**config.mk**
```make
export PLATFORM = sky130hd
export DESIGN_NAME = pmic_startup_reset_control
export DESIGN_NICKNAME = d
export VERILOG_FILES = /design/src/reset_ctrl_pkg.sv /design/src/hold_timer_if.sv /design/src/hold_timer.sv /design/src/pmic_startup_reset_control.sv
export SDC_FILE = /design/constraint.sdc
export NUM_CORES = 1
export LEC_CHECK = 0
export BUFFER_PORTS_ARGS = -buffer_cell sky130_fd_sc_hd__buf_2
export CAP_MARGIN = 20
export CORE_MARGIN = 2
export CORE_UTILIZATION = 60
export CTS_CLUSTER_SIZE = 20
export DETAILED_ROUTE_END_ITERATION = 6
export GPL_TIMING_DRIVEN = 0
export PLACE_DENSITY = 0.93
export SLEW_MARGIN = 10
export SYNTH_ARGS = -nofsm -noshare
export SYNTH_HDL_FRONTEND = slang
export SYNTH_SLANG_ARGS = --single-unit
```
**constraint.sdc**
```tcl
create_clock -name clk -period 4.2 [get_ports clk]
set_clock_uncertainty 0.2 [all_clocks]
set_input_delay 1.05 -clock clk [delete_from_list [all_inputs] [get_ports clk]]
set_output_delay 1.05 -clock clk [all_outputs]
set_load 0.03 [all_outputs]
```
**src/reset_ctrl_pkg.sv**
```systemverilog
// Shared constants for the start-up and reset controller
package reset_ctrl_pkg;
   // Register bus geometry
   localparam int ADDR_W = 8;
   localparam int DATA_W = 32;

   // Register offsets (byte addresses)
   localparam logic [7:0] OFF_RESET_CONTROL = 8'h00;
   localparam logic [7:0] OFF_RESET_STATUS = 8'h04;
   localparam logic [7:0] OFF_KEY_CONTROL = 8'h08;
   localparam logic [7:0] OFF_SUPPLY_CONTROL = 8'h0c;
   localparam logic [7:0] OFF_PIN0_CONTROL = 8'h10;
   localparam logic [7:0] OFF_PIN1_CONTROL = 8'h14;
   localparam logic [7:0] OFF_SINK0_CODE = 8'h18;
   localparam logic [7:0] OFF_SINK1_CODE = 8'h1c;
   localparam logic [7:0] OFF_RESET_TIMER = 8'h20;
   localparam logic [7:0] OFF_STATE = 8'h24;

   // Reset control fields
   localparam int BIT_FORCE_RESET = 0;
   localparam int BIT_LPRESS_EN = 1;

   // Reset status fields (cause of last reset cycle)
   localparam int ST_W = 6;
   localparam int BIT_CAUSE_POR = 0;
   localparam int BIT_CAUSE_FALL = 1;
   localparam int BIT_CAUSE_SW = 2;
   localparam int BIT_CAUSE_EXT = 3;
   localparam int BIT_CAUSE_KEY = 4;
   localparam int BIT_CAUSE_HOT = 5;

   // Key control fields
   localparam int KEY_W = 4;
   localparam int BIT_KEY_INVERT = 0;
   localparam int BIT_KEY_SWITCH = 1;
   localparam int BIT_LPRESS_SHORT = 2;
   localparam int BIT_LPRESS_RESET = 3;
   localparam logic [3:0] KEY_CONTROL_RST = 4'h0;

   // Supply control fields
   localparam int SUP_W = 4;
   localparam int BIT_SUPPLY_RESET_ENABLE = 0;
   localparam int BIT_FAST_MASK_ENABLE = 1;
   localparam int BIT_LOWSUPPLY_SHUTDOWN = 2;
   localparam int BIT_OVERHEAT_RESET_ENABLE = 3;
   localparam logic [3:0] SUPPLY_CONTROL_RST = 4'h0;

   // Pin control: direction select [1:0], function select [4:2]
   localparam int PIN_W = 5;
   localparam int DIR_LSB = 0;
   localparam int DIR_W = 2;
   localparam int FUNC_LSB = 2;
   localparam int FUNC_W = 3;
   localparam logic [1:0] DIR_SINK = 2'h2;
   localparam int FUNC_OUT_BIT = 2;
   localparam logic [4:0] PIN_CONTROL_RST = 5'h00;

   // Sink code and reset timer
   localparam int CODE_W = 8;
   localparam logic [7:0] SINK_CODE_RST = 8'h00;
   localparam logic [7:0] RESET_TIMER_RST = 8'h00;

   // Timing
   localparam int CLK_MHZ = 100;
   localparam int MS_US = 1000;
   localparam int MS_CYCLES = MS_US * CLK_MHZ;
   localparam int MASK_SLOW_MS = 3;
   localparam int MASK_FAST_US = 64;
   localparam int MASK_SLOW_CYCLES = MASK_SLOW_MS * MS_CYCLES;
   localparam int MASK_FAST_CYCLES = MASK_FAST_US * CLK_MHZ;
   localparam int LPRESS_LONG_S = 8;
   localparam int LPRESS_SHORT_S = 4;
   localparam int LPRESS_LONG_MS = LPRESS_LONG_S * MS_US;
   localparam int LPRESS_SHORT_MS = LPRESS_SHORT_S * MS_US;
   localparam int CNT_W = 32;
endpackage

```
**src/hold_timer_if.sv**
```systemverilog
// Condition, tick and limit into a hold timer, fire flag back
`timescale 1ns/1ps
`default_nettype none
interface hold_timer_if;
   logic cond;
   logic tick;
   logic [31:0] limit;
   logic fire;
   modport user (output cond, output tick, output limit, input fire);
   modport timer (input cond, input tick, input limit, output fire);
endinterface
`default_nettype wire

```
**src/hold_timer.sv**
```systemverilog
// Counts ticks while a condition holds and flags when it held long enough
`timescale 1ns/1ps
`default_nettype none
module hold_timer (
   // Clock and reset
   input wire logic clk,
   input wire logic arst_n,
   // Condition and result
   hold_timer_if.timer hold
);
   import reset_ctrl_pkg::*;

   logic [CNT_W-1:0] cnt_q;
   logic fire_q;

   // Any gap in the condition restarts the count from zero
   always_ff @(posedge clk or negedge arst_n) begin
      if (!arst_n) begin
         cnt_q <= '0;
      end else if (!hold.cond) begin
         cnt_q <= '0;
      end else if (hold.tick && cnt_q < hold.limit) begin
         cnt_q <= cnt_q + 32'h1;
      end
   end

   // Fire only while the condition still holds
   always_ff @(posedge clk or negedge arst_n) begin
      if (!arst_n) begin
         fire_q <= 1'b0;
      end else begin
         fire_q <= hold.cond && (cnt_q >= hold.limit);
      end
   end

   assign hold.fire = fire_q;
endmodule
`default_nettype wire

```
**src/pmic_startup_reset_control.sv**
```systemverilog
// Start-up sequencer and reset controller with register port
//
// Functional notes
// - Sink mode needs sink direction plus output function
// - Eight-bit code sets each sink current
// - Four wake sources begin a start-up
// - Apply limits and rise threshold, then read boot
// - Hold reset until reset timer expires
// - Key polarity bit sets level and pull-down
// - Reset pin driven low through every cycle
// - Reset cycle defaults all but control, status
// - Six causes start a reset cycle
// - Power-on reset held until rise threshold
// - Falling supply acted on only after mask
// - Enable bit picks 2.7V or fall threshold
// - Forced-reset bit resets and clears itself
// - External low edge on reset pin resets
// - Long-press reset needs enable and reset action
// - Long press lasts 8s or 4s by bit
// - No long-press reset in switch configuration
// - Mask time 3 ms or 64 us
// - Overheat with enable starts reset cycle
`timescale 1ns/1ps
`default_nettype none
module pmic_startup_reset_control #(
   parameter int MS_CYC = reset_ctrl_pkg::MS_CYCLES,
   parameter int MASK_SLOW_CYC = reset_ctrl_pkg::MASK_SLOW_CYCLES,
   parameter int MASK_FAST_CYC = reset_ctrl_pkg::MASK_FAST_CYCLES,
   parameter int LPRESS_LONG_TICKS = reset_ctrl_pkg::LPRESS_LONG_MS,
   parameter int LPRESS_SHORT_TICKS = reset_ctrl_pkg::LPRESS_SHORT_MS
) (
   // Clock and reset
   input wire logic clk,
   input wire logic arst_n,
   // Register port
   input wire logic [reset_ctrl_pkg::ADDR_W-1:0] addr,
   input wire logic [reset_ctrl_pkg::DATA_W-1:0] wdata,
   input wire logic wr,
   input wire logic rd,
   output logic [reset_ctrl_pkg::DATA_W-1:0] rdata,
   // Supply monitors and wake sources
   input wire logic supply_above_por,
   input wire logic supply_above_rise,
   input wire logic supply_below_fall,
   input wire logic supply_below_min,
   input wire logic battery_inserted,
   input wire logic charger_inserted,
   input wire logic overheat,
   // On key
   input wire logic on_key,
   output logic key_pulldown_en,
   // System reset pin
   input wire logic system_reset_n_in,
   output logic system_reset_n_out,
   output logic system_reset_n_oe,
   // Start-up controls
   output logic usb_limit_apply,
   output logic rise_threshold_apply,
   output logic boot_rd_req,
   input wire logic boot_rd_ack,
   input wire logic [reset_ctrl_pkg::CODE_W-1:0] boot_timer_code,
   output logic supply_fall_warn,
   // Current sinks
   output logic [1:0] sink_en,
   output logic [reset_ctrl_pkg::CODE_W-1:0] sink_current_code0,
   output logic [reset_ctrl_pkg::CODE_W-1:0] sink_current_code1
);
   import reset_ctrl_pkg::*;

   typedef enum logic [2:0] {
      ST_OFF, ST_CLEAR, ST_LIMITS, ST_BOOT, ST_TIMER, ST_RISE, ST_RUN
   } seq_state_t;

   seq_state_t state_q, state_d;
   logic force_reset_q, lpress_en_q;
   logic [ST_W-1:0] status_q, cause;
   logic [KEY_W-1:0] key_ctrl_q;
   logic [SUP_W-1:0] sup_ctrl_q;
   logic [PIN_W-1:0] pin_ctrl_q [2];
   logic [CODE_W-1:0] sink_code_q [2];
   logic [CODE_W-1:0] res_timer_q;
   logic [CNT_W-1:0] ms_cnt_q;
   logic ms_tick_q;
   logic [CODE_W-1:0] tmr_cnt_q;
   logic pin_prev_q, por_prev_q, rise_prev_q;
   logic rdata_valid;
   logic [DATA_W-1:0] rdata_q;
   logic rst_oe_q, pd_q, usb_q, rise_q, boot_q, warn_q;
   logic [1:0] sink_en_q;
   logic wake, any_cause, key_active, fall_cond, do_clear, wr_ok;

   hold_timer_if mask_if ();
   hold_timer_if press_if ();

   // Millisecond enable from the system clock
   always_ff @(posedge clk or negedge arst_n) begin
      if (!arst_n) begin
         ms_cnt_q <= '0;
         ms_tick_q <= 1'b0;
      end else if (ms_cnt_q == CNT_W'(MS_CYC - 1)) begin
         ms_cnt_q <= '0;
         ms_tick_q <= 1'b1;
      end else begin
         ms_cnt_q <= ms_cnt_q + 32'h1;
         ms_tick_q <= 1'b0;
      end
   end

   // Falling-supply mask timer
   assign fall_cond = sup_ctrl_q[BIT_SUPPLY_RESET_ENABLE] ? supply_below_fall
                                                         : supply_below_min;
   assign mask_if.cond = fall_cond;
   assign mask_if.tick = 1'b1;
   assign mask_if.limit = sup_ctrl_q[BIT_FAST_MASK_ENABLE] ? CNT_W'(MASK_FAST_CYC)
                                                          : CNT_W'(MASK_SLOW_CYC);
   hold_timer u_mask (
      .clk(clk),
      .arst_n(arst_n),
      .hold(mask_if.timer)
   );

   // Long-press timer; key release restarts it
   assign key_active = on_key ^ key_ctrl_q[BIT_KEY_INVERT];
   assign press_if.cond = key_active;
   assign press_if.tick = ms_tick_q;
   assign press_if.limit = key_ctrl_q[BIT_LPRESS_SHORT] ? CNT_W'(LPRESS_SHORT_TICKS)
                                                       : CNT_W'(LPRESS_LONG_TICKS);
   hold_timer u_press (
      .clk(clk),
      .arst_n(arst_n),
      .hold(press_if.timer)
   );

   // Reset causes, sampled while the system runs; power-on edge only while off
   always_comb begin
      cause = '0;
      if (state_q == ST_RUN) begin
         cause[BIT_CAUSE_FALL] = mask_if.fire;
         cause[BIT_CAUSE_SW] = force_reset_q;
         cause[BIT_CAUSE_EXT] = pin_prev_q && !system_reset_n_in;
         cause[BIT_CAUSE_KEY] = press_if.fire && lpress_en_q
            && key_ctrl_q[BIT_LPRESS_RESET]
            && !key_ctrl_q[BIT_KEY_SWITCH];
         cause[BIT_CAUSE_HOT] = overheat
            && sup_ctrl_q[BIT_OVERHEAT_RESET_ENABLE];
      end else if (state_q == ST_OFF) begin
         cause[BIT_CAUSE_POR] = supply_above_por && !por_prev_q;
      end
   end
   assign any_cause = |cause;

   // Wake sources while powered off
   assign wake = battery_inserted
      || (charger_inserted && supply_below_fall)
      || key_active
      || (supply_above_rise && !rise_prev_q);

   // Sequencer next state
   always_comb begin
      state_d = state_q;
      case (state_q)
         ST_OFF: begin
            if (any_cause || wake) begin
               state_d = ST_CLEAR;
            end
         end
         ST_CLEAR: state_d = ST_LIMITS;
         ST_LIMITS: state_d = ST_BOOT;
         ST_BOOT: begin
            if (boot_rd_ack) begin
               state_d = ST_TIMER;
            end
         end
         ST_TIMER: begin
            if (ms_tick_q && tmr_cnt_q >= res_timer_q) begin
               state_d = ST_RISE;
            end
         end
         ST_RISE: begin
            if (supply_above_rise) begin
               state_d = ST_RUN;
            end
         end
         ST_RUN: begin
            if (any_cause) begin
               state_d = ST_CLEAR;
            end
         end
         default: state_d = ST_OFF;
      endcase
   end

   // Sequencer state and edge history
   always_ff @(posedge clk or negedge arst_n) begin
      if (!arst_n) begin
         state_q <= ST_OFF;
         pin_prev_q <= 1'b0;
         por_prev_q <= 1'b0;
         rise_prev_q <= 1'b0;
      end else begin
         state_q <= state_d;
         pin_prev_q <= system_reset_n_in;
         por_prev_q <= supply_above_por;
         rise_prev_q <= supply_above_rise;
      end
   end

   // Reset timer counts milliseconds from zero
   always_ff @(posedge clk or negedge arst_n) begin
      if (!arst_n) begin
         tmr_cnt_q <= '0;
      end else if (state_q != ST_TIMER) begin
         tmr_cnt_q <= '0;
      end else if (ms_tick_q && tmr_cnt_q != '1) begin
         tmr_cnt_q <= tmr_cnt_q + 8'h1;
      end
   end

   assign do_clear = (state_q == ST_CLEAR);
   assign wr_ok = wr && !do_clear;

   // Long-press enable and status keep their contents over a reset cycle
   always_ff @(posedge clk or negedge arst_n) begin
      if (!arst_n) begin
         force_reset_q <= 1'b0;
         lpress_en_q <= 1'b0;
      end else if (do_clear) begin
         force_reset_q <= 1'b0;
      end else if (wr && addr == OFF_RESET_CONTROL) begin
         force_reset_q <= wdata[BIT_FORCE_RESET];
         lpress_en_q <= wdata[BIT_LPRESS_EN];
      end
   end

   // Cause flags: set wins over a write-one clear
   always_ff @(posedge clk or negedge arst_n) begin
      if (!arst_n) begin
         status_q <= '0;
      end else if (wr && addr == OFF_RESET_STATUS) begin
         status_q <= (status_q & ~wdata[ST_W-1:0]) | cause;
      end else begin
         status_q <= status_q | cause;
      end
   end

   // Ordinary registers return to defaults on each reset cycle
   always_ff @(posedge clk or negedge arst_n) begin
      if (!arst_n) begin
         key_ctrl_q <= KEY_CONTROL_RST;
         sup_ctrl_q <= SUPPLY_CONTROL_RST;
         pin_ctrl_q[0] <= PIN_CONTROL_RST;
         pin_ctrl_q[1] <= PIN_CONTROL_RST;
         sink_code_q[0] <= SINK_CODE_RST;
         sink_code_q[1] <= SINK_CODE_RST;
      end else if (do_clear) begin
         key_ctrl_q <= KEY_CONTROL_RST;
         sup_ctrl_q <= SUPPLY_CONTROL_RST;
         pin_ctrl_q[0] <= PIN_CONTROL_RST;
         pin_ctrl_q[1] <= PIN_CONTROL_RST;
         sink_code_q[0] <= SINK_CODE_RST;
         sink_code_q[1] <= SINK_CODE_RST;
      end else if (wr_ok) begin
         case (addr)
            OFF_KEY_CONTROL: key_ctrl_q <= wdata[KEY_W-1:0];
            OFF_SUPPLY_CONTROL: sup_ctrl_q <= wdata[SUP_W-1:0];
            OFF_PIN0_CONTROL: pin_ctrl_q[0] <= wdata[PIN_W-1:0];
            OFF_PIN1_CONTROL: pin_ctrl_q[1] <= wdata[PIN_W-1:0];
            OFF_SINK0_CODE: sink_code_q[0] <= wdata[CODE_W-1:0];
            OFF_SINK1_CODE: sink_code_q[1] <= wdata[CODE_W-1:0];
            default: ;
         endcase
      end
   end

   // Reset timer comes from boot memory, software may change it later
   always_ff @(posedge clk or negedge arst_n) begin
      if (!arst_n) begin
         res_timer_q <= RESET_TIMER_RST;
      end else if (do_clear) begin
         res_timer_q <= RESET_TIMER_RST;
      end else if (state_q == ST_BOOT && boot_rd_ack) begin
         res_timer_q <= boot_timer_code;
      end else if (wr && addr == OFF_RESET_TIMER) begin
         res_timer_q <= wdata[CODE_W-1:0];
      end
   end

   // Read data stands for the one cycle after the strobe
   always_comb begin
      rdata_valid = 1'b1;
      case (addr)
         OFF_RESET_CONTROL: rdata_q = DATA_W'({lpress_en_q, force_reset_q});
         OFF_RESET_STATUS: rdata_q = DATA_W'(status_q);
         OFF_KEY_CONTROL: rdata_q = DATA_W'(key_ctrl_q);
         OFF_SUPPLY_CONTROL: rdata_q = DATA_W'(sup_ctrl_q);
         OFF_PIN0_CONTROL: rdata_q = DATA_W'(pin_ctrl_q[0]);
         OFF_PIN1_CONTROL: rdata_q = DATA_W'(pin_ctrl_q[1]);
         OFF_SINK0_CODE: rdata_q = DATA_W'(sink_code_q[0]);
         OFF_SINK1_CODE: rdata_q = DATA_W'(sink_code_q[1]);
         OFF_RESET_TIMER: rdata_q = DATA_W'(res_timer_q);
         OFF_STATE: rdata_q = DATA_W'(state_q);
         default: begin
            rdata_q = '0;
            rdata_valid = 1'b0;
         end
      endcase
   end

   always_ff @(posedge clk or negedge arst_n) begin
      if (!arst_n) begin
         rdata <= '0;
      end else if (rd && rdata_valid) begin
         rdata <= rdata_q;
      end else begin
         rdata <= '0;
      end
   end

   // Reset pin: driven low in every state but run
   always_ff @(posedge clk or negedge arst_n) begin
      if (!arst_n) begin
         rst_oe_q <= 1'b1;
      end else begin
         rst_oe_q <= (state_d != ST_RUN);
      end
   end

   // Start-up steps; limits stay applied once set
   always_ff @(posedge clk or negedge arst_n) begin
      if (!arst_n) begin
         usb_q <= 1'b0;
         rise_q <= 1'b0;
         boot_q <= 1'b0;
      end else begin
         if (state_q == ST_LIMITS) begin
            usb_q <= 1'b1;
            rise_q <= 1'b1;
         end
         boot_q <= (state_d == ST_BOOT) && !(state_q == ST_BOOT && boot_rd_ack);
      end
   end

   // Pull-down, fall warning and sink enables
   always_ff @(posedge clk or negedge arst_n) begin
      if (!arst_n) begin
         pd_q <= 1'b1;
         warn_q <= 1'b0;
         sink_en_q <= '0;
      end else begin
         pd_q <= !key_ctrl_q[BIT_KEY_INVERT];
         warn_q <= supply_below_fall && !sup_ctrl_q[BIT_SUPPLY_RESET_ENABLE];
         for (int i = 0; i < 2; i++) begin
            sink_en_q[i] <= (pin_ctrl_q[i][DIR_LSB +: DIR_W] == DIR_SINK)
               && pin_ctrl_q[i][FUNC_LSB + FUNC_OUT_BIT]
               && (sink_code_q[i] != SINK_CODE_RST);
         end
      end
   end

   assign system_reset_n_out = 1'b0;
   assign system_reset_n_oe = rst_oe_q;
   assign key_pulldown_en = pd_q;
   assign usb_limit_apply = usb_q;
   assign rise_threshold_apply = rise_q;
   assign boot_rd_req = boot_q;
   assign supply_fall_warn = warn_q;
   assign sink_en = sink_en_q;
   assign sink_current_code0 = sink_code_q[0];
   assign sink_current_code1 = sink_code_q[1];
endmodule
`default_nettype wire

```
==> results.yml, run 1 <==
timing:
  setup-violations-final: 0
  min_period_ns: 3.142
  rsz0062_at_grt: "no"
  setup_ws_ns: 1.058
  maxSlewHeadroom: 0.4021
  final_hold_viol_count: 0
  maxSlewViolCount: 0
  finalCritPeriodShare: 0.7481
  fmax_ghz: 0.3183
  tightest_slew_ns: 0.8886
pwr:
  ir_drop_mv: 0.3437
  power.density_mw_per_mm2: 382.1
  leakagePower_nw: 4.908
synth:
  synth_area_mm2: 0.009039
  yosysMostFrequentCell: "dfrtp_1"
  ys_warn_count: 0
  synth_top_cell_area_share: 0.4873
  synth_seq_area_share: 0.4931
  netlist_instances: 913
  synth_cell_type_count: 58
  synth_area_per_cell_um2: 9.900
  synthArstFlopShare: 1.000
  synth_common_cells: "176 x dfrtp_1, 88 x nor2_1, 66 x nand2_1"
  synth.area.top_cells: "dfrtp_1 49%, mux2i_1 4.9%, nor2_1 3.7%"
  synthFlopType: "dfrtp_1"
  synth_top_area_cell: "dfrtp_1"
  synth_edf_count: 0
  ys_seq_elements: 178
clock_network:
  cts_tree: "yes"
  clk_latency_ns: 0.44
  hold_buffers: 0
  clk_pin_slew_ns: 0.07
  htreeDepth: 4
  clock-root-buffer: "clkbuf_16"
  cts_setup_buffers: 0
  numClockSinks: 178
  cts_buffers: 17
  post_cts_resized: 0
  clk_path_buf_depth: 2
critical_path:
  reg2regPathDepth: 9
  r2r_slack_ns: 1.19
  crit_fanout: 9
  r2r-end: "u_mask.cnt_q[19]"
  critPathRequiredTime_ns: 4.31
  cp-end-kind: "register"
  critical_path_class: "input pin to register"
  start_kind: "input pin"
  regToRegStartpoint: "sup_ctrl_q[1]"
  arrival_ns: 3.25
worst_hold_path:
  hold_end: "u_press.cnt_q[15]"
  hold_depth: 1
  hp-start: "u_press.cnt_q[15]"
  worstHoldPathType: "register to register"
routing:
  routed_wl_um: 21930
  final_antenna_net_count: 0
  vias: 7637
  drcViolationCount: 3
  dr.first_iter.drc_count: 876
  wire_per_inst_um: 18.01
  vias_per_cell: 6.270
  drt-pass1-iter-count: 7
run_status:
  outcome: "finished with violations"
  violations: "DRC"
place:
  hpwlAfterDp_um: 15020
  pre_cts_slack_ns: 0.5453
  placed_area_mm2: 0.009719
  place_congestion: 0.9720
  portBuffers: 62
floorplan:
  core_area_mm2: 0.01464
  dieArea_mm2: 0.01606
  chipWidth_um: 126.7
  rows: 44
  initial_core_util: 0.6172
  io_pins: 119
  die_h_um: 126.7
grt:
  antenna_found_initial: 0
  grt_pass1_vias: 7221
  grt_pass1_wl_um: 35990
  grt_max_degree: 104
  grt.total_usage: 0.2814
  overflow: 0
final_layout:
  fillCellCount: 1056
  diodes: 0
  seqCellArea_mm2: 0.004457
  multi_input_area_mm2: 0.004190
  drive_gt1_frac: 0.1441
  fin_nets: 1108
  fin_util: 0.7027
  stdcell_area_mm2: 0.01029
  synthToLayoutAreaGrowth_pct: 13.84
flow_run:
  drv_cap: 0
## critical path: stages
cell and delay [ns]:
clkbuf_1 0.27, nor4b_2 0.70, and3_1 0.25, buf_2 0.18, nand3_1 0.41, mux2i_1 0.33, nor2_1 0.06
## state kept, by name, indices dropped and copies added (netlist names), 2 cells and up
signal / count
status_q: 6
sup_ctrl_q: 4
pin_ctrl_q: 10
tmr_cnt_q: 8
key_ctrl_q: 4
state_q: 3
res_timer_q: 8
sink_current_code1: 8
sink_current_code0: 8
sink_en: 2
ms_cnt_q: 32
rdata: 8
u_press.cnt_q: 32
u_mask.cnt_q: 32
## power breakdown
part           total (mW)  internal, mW  leakage, nW  switching [mW]
clock                1.52         0.793        0.263           0.724
sequential           1.85          1.79         2.42          0.0693
combinational       0.561         0.181         2.22           0.380
total                3.93          2.76         4.91            1.17
## cell type report
| class | count | share of cell area |
|---|---|---|
| clock inverter | 13 | 0.01179 |
| clock buffer | 19 | 0.04304 |
| timing repair buffer | 65 | 0.03502 |
| tap | 184 | 0.02237 |
| buffer | 69 | 0.03611 |
| multi-input combinational | 659 | 0.4072 |
| sequential | 178 | 0.4331 |
| inverter | 31 | 0.01131 |
## cell usage in the layout, fill, tap and decap left out, types with 7 or more instances in the layout
master     synthesis  layout
dfrtp_1          176     176
nor2_1            88      88
buf_2              6      68
nand2_1           66      66
nand3_1           51      51
a21oi_1           44      44
mux2i_1           44      44
clkbuf_1          34      35
and2_1            32      32
inv_1             30      30
nor4_1            29      28
buf_4             26      27
nand4_1           26      26
or4_1             25      25
ha_1              25      25
conb_1             1      25
o31ai_1           23      23
xnor2_1           21      21
xor2_1            18      18
clkbuf_16          0      17
o21ai_0           16      16
and3_1            12      12
nor3_1            11      11
a22oi_1           10      10
a211oi_1          10      10
nand2b_1           9       9
mux2_2             8       8
or3_1              7       7
## per-layer routing
metal  track usage  wire [um]
met1        0.3736       8722
met2        0.4452      10450
met3       0.07086       1977
met4        0.1189        780
met5             0          0
## worst max path at each step
stage               cells after the start               endpoint           from
detailed placement                      7         res_timer_q[6]        addr[3]
floorplan                               7  sink_current_code1[0]        addr[4]
finish                                  7  sink_current_code1[7]        addr[4]
global route                            9       u_mask.cnt_q[13]  sup_ctrl_q[1]
CTS                                     7         res_timer_q[6]        addr[3]
global placement                        1       u_mask.cnt_q[20]         arst_n
## stage by stage
step	std cells	power (mW)	setup TNS (ns)	hold WS, ns
6_report	1218	3.932	0	0.2858
5_1_grt	1218	4.083	0	0.3070
4_1_cts	1218	3.926	0	0.2878
3_5_place_dp	1186	2.426	0	0.2660
3_3_place_gp	1183	2.403	-138.08	0.2581
2_1_floorplan	937	2.238	0	0.2187
## cell families (layout without fill, tap and decap cells)
group                      after synthesis  count (layout)  share of synthesized area
buffers and inverters                  100             197                    0.05399
adders and majority gates               25              25                    0.03461
muxes                                   52              52                    0.05869
other                                    1              25                  0.0004149
DFF                                    178             178                     0.4931
AOI/OAI and AO/OA                      139             139                    0.09967
xor gates and xnor gates                39              39                    0.03779
and+or+nand+nor                        379             379                     0.2218
Power figures use the tool's default switching activity.
==> run 2: changes to the inputs <==
--- a/config.mk
+++ b/config.mk
@@ -8,11 +8,11 @@
 export BUFFER_PORTS_ARGS = -buffer_cell sky130_fd_sc_hd__buf_2
 export CAP_MARGIN = 20
 export CORE_MARGIN = 2
-export CORE_UTILIZATION = 60
+export CORE_UTILIZATION = 58
 export CTS_CLUSTER_SIZE = 20
 export DETAILED_ROUTE_END_ITERATION = 6
 export GPL_TIMING_DRIVEN = 0
-export PLACE_DENSITY = 0.93
+export PLACE_DENSITY = 0.91
 export SLEW_MARGIN = 10
 export SYNTH_ARGS = -nofsm -noshare
 export SYNTH_HDL_FRONTEND = slang
==> constraint.sdc (replaced) <==
create_clock -name clk -period 3.1 [get_ports clk]
set_clock_uncertainty 0.2 [all_clocks]
set_input_delay 0.775 -clock clk [delete_from_list [all_inputs] [get_ports clk]]
set_output_delay 0.775 -clock clk [all_outputs]
set_load 0.03 [all_outputs]
==> run 2 against run 1 <==
The run now ends clean. Non-clock buffer count is the same. Sequential power grew 35%. Sequential share of layout area shrank 0.26 points. Critical endpoint is now sink_current_code1[0]. Flip-flop and latch count is the same. Via count shrank 2.0%. Critical path depth is the same. Final cell count grew 0.41%. Critical path type unchanged. Cell area grew 0.60%. Total power grew 42%.
==> results.yml, run 2 (synthesized netlist as in run 1, its figures left out) <==
timing:
  maxSlewViolCount: 0
  tightest_slew_ns: 0.8410
  rsz0062_at_grt: "no"
  final_hold_viol_count: 0
  min_period_ns: 2.852
  fmax_ghz: 0.3507
  whs_ns: 0.1141
  setup-violations-final: 0
  finalCritPeriodShare: 0.9199
  maxSlewHeadroom: 0.4350
final_layout:
  seqCellArea_mm2: 0.004457
  final_common_cell: "dfrtp_1"
  drive_gt1_frac: 0.1412
  synthToLayoutAreaGrowth_pct: 14.52
  fin_util: 0.6809
  multi_input_area_mm2: 0.004184
  fin_cells: 1223
  reg_top3: "ms_cnt_q x32, u_mask.cnt_q x32, u_press.cnt_q x32"
  fin_nets: 1108
  fillCellCount: 1105
  layout_common_cells: "176 x dfrtp_1, 88 x nor2_1, 68 x buf_2"
floorplan:
  die_h_um: 128.8
  rows: 45
  chipWidth_um: 128.8
  dieArea_mm2: 0.01660
  core_area_mm2: 0.01520
  io_pins: 119
  initial_core_util: 0.5946
clock_network:
  hold_buffers: 0
  cts_tree: "yes"
  clock-root-buffer: "clkbuf_16"
  htreeDepth: 4
  post_cts_resized: 0
  clk_pin_slew_ns: 0.06
  cts_buffers: 17
  cts_setup_buffers: 0
  clk_latency_ns: 0.44
  numClockSinks: 178
  clk_path_buf_depth: 2
critical_path:
  arrival_ns: 2.95
  slowest_delay_ns: 0.68
  start_kind: "input pin"
  regToRegStartpoint: "key_ctrl_q[2]"
  r2r_slack_ns: 0.26
  crit_path_top_delay_cell: "nor4b_2"
  critPathRequiredTime_ns: 3.20
  cp-startpoint: "addr[4]"
  critical_path_class: "input pin to register"
  endpoint: "sink_current_code1[0]"
  cp-end-kind: "register"
  crit_fanout: 9
  reg2regPathDepth: 7
  crit_chain: "clkbuf_1, nor4b_2, and3_1, buf_2, nand3_1, mux2i_1, nor2_1"
  r2r-end: "u_press.cnt_q[10]"
grt:
  grt_pass1_vias: 7370
  grt_use_met2: 0.4616
  gr-usage-met3: 0.06237
  grt.total_usage: 0.2785
  antenna_found_initial: 1
  grt_pass1_wl_um: 36500
  overflow: 0
  grt.met1_usage: 0.3583
  busiest_layer: "met2"
  grt_max_degree: 92
pwr:
  power_frac_comb: 0.138
  power_switching_share: 0.2695
  p_sw_mw: 1.500
  clockPowerShare: 0.413
  pwr-share-seq: 0.450
  p_int_mw: 4.066
  leakagePower_nw: 4.946
  power.density_mw_per_mm2: 537.7
  power_mw: 5.566
  ir_drop_mv: 0.4216
routing:
  dr.first_iter.drc_count: 795
  drt-pass1-iter-count: 5
  vias_per_cell: 6.123
  drcViolationCount: 0
  final_antenna_net_count: 0
  wire_per_inst_um: 18.14
  routed_wl_um: 22190
  vias: 7488
flow_run:
  drv_cap: 0
place:
  place_congestion: 0.9602
  dp.cells: 1189
  hpwlAfterDp_um: 15350
  portBuffers: 62
worst_hold_path:
  worstHoldPathType: "input pin to async pin"
run_status:
  outcome: "completed"
[run 2: cell count changes in the layout (fill, tap and decap cells not counted), sizes merged]
cell / change
buf: -1
bufinv: +4
clkbuf: +6
clkinv: -4
clkinvlp: -2
diode: +1
inv: -3
[run 2: critical path: cells and delay by family]
| kind | cells | cell delay, ns |
|---|---|---|
| and+or+nand+nor | 4 | 1.38 |
| buffers and inverters | 2 | 0.49 |
| muxes | 1 | 0.30 |
[run 2: per-layer routing]
layer	part of all wire	vias up
met3	0.073	67
met5	0	-
met4	0.029	0
met1	0.41	3640
met2	0.49	330
li1	-	3451
[run 2: cell type report]
type | instances | area share
Antenna cell | 1 | 0.0002417
Buffer | 68 | 0.03566
Clock buffer | 24 | 0.04557
Clock inverter | 8 | 0.01475
Inverter | 31 | 0.01124
Multi-Input combinational cell | 659 | 0.4042
Sequential cell | 178 | 0.4306
Tap cell | 188 | 0.02272
Timing Repair Buffer | 66 | 0.03505
[run 2: worst min path at each step]
stage / startpoint / end / slack (ns) / cells after the start
floorplan: pin_ctrl_q[5] / sink_en[0] / 0.22 / 1
global placement: ms_cnt_q[31] / ms_cnt_q[31] / 0.26 / 1
detailed placement: u_press.cnt_q[29] / u_press.cnt_q[29] / 0.26 / 1
CTS: arst_n / tmr_cnt_q[5] / 0.16 / 1
global route: arst_n / tmr_cnt_q[5] / 0.18 / 1
finish: arst_n / tmr_cnt_q[5] / 0.11 / 1
[run 2: stage by stage]
step                setup slack, ns  TNS (ns)  cell area (um2)
global placement             -1.670   -294.39             9674
detailed placement          -0.1435    -1.132             9717
global route                0.04625         0            10350
floorplan                    0.3102         0             9129
finish                       0.2482         0            10350
CTS                          0.1248         0            10340
[run 2: power groups by stage]
stage                     Sequential, mW  Combinational, mW  Clock, mW
after floorplan                     2.54              0.493          0
after global placement              2.54              0.720          0
after detailed placement            2.54              0.748          0
after CTS                           2.50              0.758       2.32
after global routing                2.51              0.838       2.42
final                               2.50              0.766       2.30
